`src/hdl/pll_event_regs.svh`:
```
// Operation
// RQ1 - Eight sticky event flags, bit 7 PLL1 unlock down to bit 0 PLL2 return.
// RQ2 - A source edge of the selected direction sets its flag until cleared.
// RQ3 - Writing zero to a flag bit clears it; flags are otherwise read-only.
// RQ4 - Flags update only while interrupt enable is 1. Writes that clear flags still take effect while it is 0.
// RQ5 - Combine bit 1: 0 means any unmasked flag, 1 means all unmasked flags.
// RQ6 - Control bit 0 enables the interrupt; when 0 nothing is signalled. cpuIrq still follows stickyStatus bits set earlier, until they are read.
// RQ7 - Live source states stay readable even while interrupts are disabled.
// RQ8 - Reference validity bits 7 to 4 read-only; bits 3 to 0 reserved.
// RQ9 - Direction bit 1 triggers on rising edge, 0 on falling edge.
// RQ10 - A source whose mask bit is 1 never activates the interrupt.
// RQ11 - Input loss during unlock raises only input-loss, not lock-loss status.
// RQ12 - Edges found by comparing each source with its previous-cycle value.
`ifndef PLL_EVENT_REGS_SVH
`define PLL_EVENT_REGS_SVH

// ----------------------------------------
// Register offsets
// ----------------------------------------
`define ADDR_MASK        8'h0e
`define ADDR_DIRECTION   8'h0f
`define ADDR_FLAG        8'h10
`define ADDR_COMBINE     8'h11
`define ADDR_REFVALID    8'h12
`define ADDR_LIVE        8'h13
`define ADDR_STICKY      8'h14
`define ADDR_STICKY_MASK 8'h15

// ----------------------------------------
// Fields and reset values
// ----------------------------------------
`define BIT_ENABLE       0
`define BIT_ALL_MODE     1
`define BIT_PLL1_UNLOCK  7
`define BIT_PLL1_NOINPUT 6
`define BIT_PLL2_UNLOCK  4
`define BIT_PLL2_NOINPUT 3
`define RESET_BYTE       8'h00

`endif

```
`src/hdl/pll_event_pkg.sv`:
```
package pll_event_pkg;
	typedef logic [7:0] byte_t;
endpackage

```
`src/hdl/pll_event_interrupt_logic.sv`:
```
`timescale 1ns/1ns
`default_nettype none
`include "pll_event_regs.svh"

module pll_event_interrupt_logic
	import pll_event_pkg::*;
(
	input  wire logic       mclk,
	input  wire logic       reset_n,
	input  wire logic [7:0] address,
	input  wire logic [7:0] writeData,
	input  wire logic       writeStrobe,
	input  wire logic       readStrobe,
	input  wire logic [7:0] sourceState,
	input  wire logic       pll1InputLost,
	input  wire logic       pll2InputLost,
	input  wire logic       altRefRiseOk,
	input  wire logic       altRefFallOk,
	input  wire logic       mainRefRiseOk,
	input  wire logic       mainRefFallOk,
	output var  logic [7:0] readData,
	output var  logic       statusIrq,
	output var  logic       cpuIrq
);

	// ----------------------------------------
	// Storage
	// ----------------------------------------
	byte_t eventMask;
	byte_t edgeDirectionSelect;
	byte_t eventFlagLatch;
	byte_t sourceLiveView;
	byte_t sourcePrev;
	byte_t stickyStatus;
	byte_t stickyMask;
	logic  allMode;
	logic  intEnable;
	logic  havePrev;

	function automatic logic isWrite(input logic [7:0] where);
		isWrite = writeStrobe && (address == where);
	endfunction

	function automatic logic isRead(input logic [7:0] where);
		isRead = readStrobe && (address == where);
	endfunction

	// ----------------------------------------
	// Source conditioning
	// ----------------------------------------
	// Lock loss caused by input loss is shown as input loss only
	byte_t sourceNow;
	always_comb begin
		sourceNow = sourceState;
		if (pll1InputLost) begin
			sourceNow[`BIT_PLL1_NOINPUT] = 1'b1; // [RQ11]
			sourceNow[`BIT_PLL1_UNLOCK]  = 1'b0; // [RQ11]
		end
		if (pll2InputLost) begin
			sourceNow[`BIT_PLL2_NOINPUT] = 1'b1; // [RQ11]
			sourceNow[`BIT_PLL2_UNLOCK]  = 1'b0; // [RQ11]
		end
	end

	always_ff @(posedge mclk or negedge reset_n) begin
		if (!reset_n) begin
			sourceLiveView <= `RESET_BYTE;
			sourcePrev     <= `RESET_BYTE;
			havePrev       <= 1'b0;
		end else begin
			sourceLiveView <= sourceNow; // [RQ7]
			sourcePrev     <= sourceLiveView; // [RQ12]
			havePrev       <= 1'b1;
		end
	end

	// ----------------------------------------
	// Edge detection
	// ----------------------------------------
	// First cycle after reset has no valid history, so no edge is claimed
	byte_t rising;
	byte_t falling;
	byte_t edgeHit;
	always_comb begin
		rising  = havePrev ? (sourceLiveView & ~sourcePrev) : `RESET_BYTE; // [RQ12]
		falling = havePrev ? (~sourceLiveView & sourcePrev) : `RESET_BYTE; // [RQ12]
		edgeHit = (rising & edgeDirectionSelect) | (falling & ~edgeDirectionSelect); // [RQ9]
	end

	// ----------------------------------------
	// Control registers
	// ----------------------------------------
	always_ff @(posedge mclk or negedge reset_n) begin
		if (!reset_n) begin
			eventMask           <= `RESET_BYTE;
			edgeDirectionSelect <= `RESET_BYTE;
			allMode             <= 1'b0;
			intEnable           <= 1'b0;
			stickyMask          <= `RESET_BYTE;
		end else begin
			if (isWrite(`ADDR_MASK)) begin
				eventMask <= writeData;
			end
			if (isWrite(`ADDR_DIRECTION)) begin
				edgeDirectionSelect <= writeData;
			end
			if (isWrite(`ADDR_COMBINE)) begin
				allMode   <= writeData[`BIT_ALL_MODE]; // [RQ5]
				intEnable <= writeData[`BIT_ENABLE]; // [RQ6]
			end
			if (isWrite(`ADDR_STICKY_MASK)) begin
				stickyMask <= writeData;
			end
		end
	end

	// ----------------------------------------
	// Event flags
	// ----------------------------------------
	// A new edge wins over a clear written in the same cycle
	byte_t setNow;
	byte_t clearNow;
	always_comb begin
		setNow   = intEnable ? edgeHit : `RESET_BYTE; // [RQ4]
		clearNow = isWrite(`ADDR_FLAG) ? ~writeData : `RESET_BYTE; // [RQ3]
	end

	always_ff @(posedge mclk or negedge reset_n) begin
		if (!reset_n) begin
			eventFlagLatch <= `RESET_BYTE;
		end else begin
			eventFlagLatch <= (eventFlagLatch & ~clearNow) | setNow; // [RQ1] [RQ2]
		end
	end

	// ----------------------------------------
	// Combined interrupt
	// ----------------------------------------
	// In all-mode with every source masked nothing can assert
	logic anyHit;
	logic allHit;
	always_comb begin
		anyHit = |(eventFlagLatch & ~eventMask); // [RQ10]
		allHit = (&(eventFlagLatch | eventMask)) && (eventMask != 8'hff); // [RQ10]
	end

	always_ff @(posedge mclk or negedge reset_n) begin
		if (!reset_n) begin
			statusIrq <= 1'b0;
		end else begin
			statusIrq <= intEnable && (allMode ? allHit : anyHit); // [RQ5] [RQ6]
		end
	end

	// ----------------------------------------
	// Host interrupt
	// ----------------------------------------
	// Sticky copy of flag events for the host; a read clears it
	byte_t stickyClear;
	always_comb begin
		stickyClear = isRead(`ADDR_STICKY) ? 8'hff : `RESET_BYTE;
	end

	always_ff @(posedge mclk or negedge reset_n) begin
		if (!reset_n) begin
			stickyStatus <= `RESET_BYTE;
		end else begin
			stickyStatus <= (stickyStatus & ~stickyClear) | setNow;
		end
	end

	always_ff @(posedge mclk or negedge reset_n) begin
		if (!reset_n) begin
			cpuIrq <= 1'b0;
		end else begin
			cpuIrq <= |(((stickyStatus & ~stickyClear) | setNow) & stickyMask);
		end
	end

	// ----------------------------------------
	// Read port
	// ----------------------------------------
	always_ff @(posedge mclk or negedge reset_n) begin
		if (!reset_n) begin
			readData <= `RESET_BYTE;
		end else if (readStrobe) begin
			case (address)
				`ADDR_MASK:        readData <= eventMask;
				`ADDR_DIRECTION:   readData <= edgeDirectionSelect;
				`ADDR_FLAG:        readData <= eventFlagLatch; // [RQ1]
				`ADDR_COMBINE:     readData <= {6'h00, allMode, intEnable};
				`ADDR_REFVALID:    readData <= {altRefRiseOk, altRefFallOk,
					mainRefRiseOk, mainRefFallOk, 4'h0}; // [RQ8]
				`ADDR_LIVE:        readData <= sourceLiveView; // [RQ7]
				`ADDR_STICKY:      readData <= stickyStatus;
				`ADDR_STICKY_MASK: readData <= stickyMask;
				default:           readData <= `RESET_BYTE;
			endcase
		end else begin
			readData <= `RESET_BYTE;
		end
	end

endmodule

`default_nettype wire

```
`config.mk`:
```
export PLATFORM = sky130hd
export DESIGN_NAME = pll_event_interrupt_logic
export DESIGN_NICKNAME = d
export VERILOG_FILES = /design/src/hdl/pll_event_pkg.sv /design/src/hdl/pll_event_interrupt_logic.sv
export VERILOG_INCLUDE_DIRS = /design/src /design/src/hdl
export SDC_FILE = /design/constraint.sdc
export NUM_CORES = 1
export LEC_CHECK = 0
export BUFFER_PORTS_ARGS = -buffer_cell sky130_fd_sc_hd__buf_2
export CAP_MARGIN = 20
export CORE_MARGIN = 1
export CORE_UTILIZATION = 30
export CTS_CLUSTER_SIZE = 30
export DETAILED_ROUTE_END_ITERATION = 8
export PLACE_DENSITY = 0.45
export SETUP_SLACK_MARGIN = 0.5
export SYNTH_ARGS = -nofsm -noshare
export SYNTH_HDL_FRONTEND = slang
export SYNTH_SLANG_ARGS = --single-unit
```
`constraint.sdc`:
```
create_clock -name mclk -period 3.8 [get_ports mclk]
set_input_delay 1.14 -clock mclk [delete_from_list [all_inputs] [get_ports mclk]]
set_output_delay 1.14 -clock mclk [all_outputs]
set_load 0.03 [all_outputs]
```
==> results by group <==
Outcome
  • Status: finished clean

Timing
  • Fin. Hold Viols: 0
  • Final setup violation count: 0
  • Worst-Margin Slew: 0.860 ns
  • Setup_tns: 0 ns
  • Fin crit share: 68.5%
  • Skew final: 0.0146 ns
  • Slew HR: 42.7%
  • RSZ-0062 raised after global routing: no
  • Slack of the critical path: 1.20 ns
  • Max frequency: 384 MHz
  • Max Transition Viols Final: 0
  • Tmin final: 2.60 ns

Global routing
  • Largest net degree at the start of global routing: 70
  • Grt ovf: 0
  • Vias in the first global route: 2,534
  • Overall Global Routing Usage: 17.3%
  • Initial antenna violation count: 0
  • First-pass GRT wire length: 14.6 mm

Floorplan
  • Starting Density: 30.7%
  • Core area: 10,800 sq um
  • Die ar.: 11,500 sq um
  • IO Count: 44
  • Die width: 107 microns
  • Row cnt: 38
  • Die Ht: 107 microns

Routing
  • Vias: 2,539
  • DR iter-0 viols: 157
  • DR DRC count: 0
  • Pre-antenna DRT Iters: 4
  • Drt wl/cell: 19.2 microns
  • ANT nets after route: 0
  • Vias/cell: 5.33
  • Final WL: 9.13 mm

Clock network
  • Clock sink count: 69
  • Max Buffers Root-to-Sink: 2
  • Reg clk slew, reported paths: 0.07 ns
  • Cts repair resizes: 0
  • Hold Buf Count CTS: 0
  • Root Buffer: clkbuf_8
  • Worst skew pair latency: 0.36 ns
  • H-tree Lvls: 3
  • Total CTS buffers: 9
  • Post-CTS setup buffer count: 0
  • CTS tree: yes

Synth
  • Avg Synthesized Cell Area: 11.8 sq um
  • Synth warnings: 0
  • Async S/R FF share, synth: 100%
  • Yosys reg bits: 69
  • Synth cell types: 49
  • Post-synthesis sequential area ratio: 51.9%
  • Synth Instances: 282
  • Post-Synthesis Cell Area: 3320 sq um
  • Post-synth EDFFs: 0
  • Post-synth top flop: dfrtp_1
  • Syn_nets: 316

Finish
  • Final #Nets: 365
  • Commonest non-fill, non-tap cell in the layout: dfrtp_1
  • Share of post-route cells with drive strength above 1: 34.8%
  • Highest-count cells in the layout ignoring fill and taps: dfrtp_1, buf_2, mux2_2
  • Fill count: 1,094
  • Area grow syn2layout: 18.0%
  • Ant. Diodes: 0

Critical path
  • Critical Path End Type: flip-flop
  • Worst EP arrival: 2.84 ns
  • CP startpoint kind: primary input
  • CP Max Fanout: 6
  • Worst Path Required: 4.04 ns
  • Crit Path Category: primary input to flip-flop

Place
  • RePlAce Congestion: 0.839
  • HPWL Detailed: 6.47 mm
  • IO Port Bufs: 43
  • Dpl ws: 0.847 ns

Min path
  • Min-Delay Path Class: flip-flop to flip-flop

Job
  • MaxCap Viol Count: 0

Pwr
  • Power Density: 424 nW/um^2
  • Leakage: 0.00179 uW
  • VDD IR max: 0.178 mV
==> power breakdown <==
group          leakage, uW  switching, uW  total [uW]  internal [uW]
combinational     0.000791           88.3         163           74.6
sequential        0.000894           51.0         832            781
clock             0.000106            296         667            371
total              0.00179            435        1660           1230
==> critical path: stages <==
cell and delay [ns]:
buf_2 0.10, or3_1 0.52, nor3_2 0.42, and3_1 0.31, mux2_2 0.35
==> registers in the layout, summed over array words and instances (netlist names), 8 cells and up <==
| signal | cells |
|---|---|
| edgeDirectionSelect | 8 |
| eventFlagLatch | 8 |
| eventMask | 8 |
| readData | 8 |
| sourceLiveView | 8 |
| sourcePrev | 8 |
| stickyMask | 8 |
| stickyStatus | 8 |
==> path summary, 6_finish.rpt <==
kind | start | end | slack (ns) | cells past startpoint
worst max-delay path | address[5] | allMode | 1.20 | 5
worst min-delay path | sourceLiveView[5] | sourcePrev[5] | 0.42 | 0
worst max register to register | intEnable | cpuIrq | 1.99 | 4
worst min register to register | sourceLiveView[5] | sourcePrev[5] | 0.42 | 0
max in group asynchronous | reset_n | cpuIrq | 2.26 | 2
min in group asynchronous | reset_n | sourceLiveView[2] | 0.97 | 2
==> area by class of cell <==
| cell class | instances | area (sq um) | share of cell area (%) |
|---|---|---|---|
| well taps | 140 | 175 | 4.47 |
| flip-flops and latches | 69 | 1730 | 44.0 |
| clock buffers | 9 | 124 | 3.16 |
| repair buffers | 47 | 245 | 6.25 |
| inverters | 4 | 15.0 | 0.383 |
| multi-input cells | 200 | 1540 | 39.2 |
| clock inverters | 7 | 97.6 | 2.49 |
==> routing by layer <==
metal,vias up,global-route usage [%],share of wire (%)
li1,1171,-,-
met1,1268,23.7,46
met2,80,25.6,45
met3,20,4.78,6.5
met4,0,7.63,2.8
met5,-,0,0
==> synthesized netlist by cell type, types with 2 or more instances <==
cell / number / area share [%]
a21o_1: 7 / 1.6
a21oi_1: 16 / 2.4
a22o_1: 2 / 0.53
a22oi_1: 9 / 2.0
a31oi_1: 2 / 0.38
a32oi_1: 2 / 0.53
and3_1: 5 / 0.94
buf_2: 3 / 0.45
clkbuf_1: 4 / 0.45
dfrtp_1: 69 / 52
inv_1: 4 / 0.45
mux2_2: 37 / 13
mux2i_1: 6 / 1.8
nand2_1: 9 / 1.0
nand2b_1: 13 / 2.4
nand3_1: 6 / 0.90
nand3b_1: 8 / 1.8
nand4_1: 8 / 1.5
nand4b_1: 3 / 0.79
nor2_1: 3 / 0.34
nor2b_1: 6 / 1.1
nor3_1: 2 / 0.30
nor3b_1: 2 / 0.45
o21ai_0: 16 / 2.4
o22ai_1: 5 / 0.94
o41ai_1: 2 / 0.53
or2_2: 2 / 0.38
or3_1: 3 / 0.56
or3b_2: 8 / 2.1
==> through the flow <==
step	utilization (%)	std cells	instance area (sq um)	total power (uW)	hold WS, ns
after floorplan	-	282	3320	926	0.382
after global placement	34.1	460	3700	1010	0.408
after global routing	36.2	476	3920	1740	0.440
after detailed placement	34.1	460	3700	1010	0.403
final	36.2	476	3920	1660	0.419
after CTS	36.2	476	3920	1680	0.421
==> cells by family after synthesis <==
kind of cell / share of synthesized area [%]
other: 0.113
AO/OA/AOI/OAI: 13.7
AND/OR/NAND/NOR: 18.1
multiplexers: 14.3
flip-flops: 51.9
buffers and inverters: 1.81
Note: power is estimated with default switching activity, not from simulation.
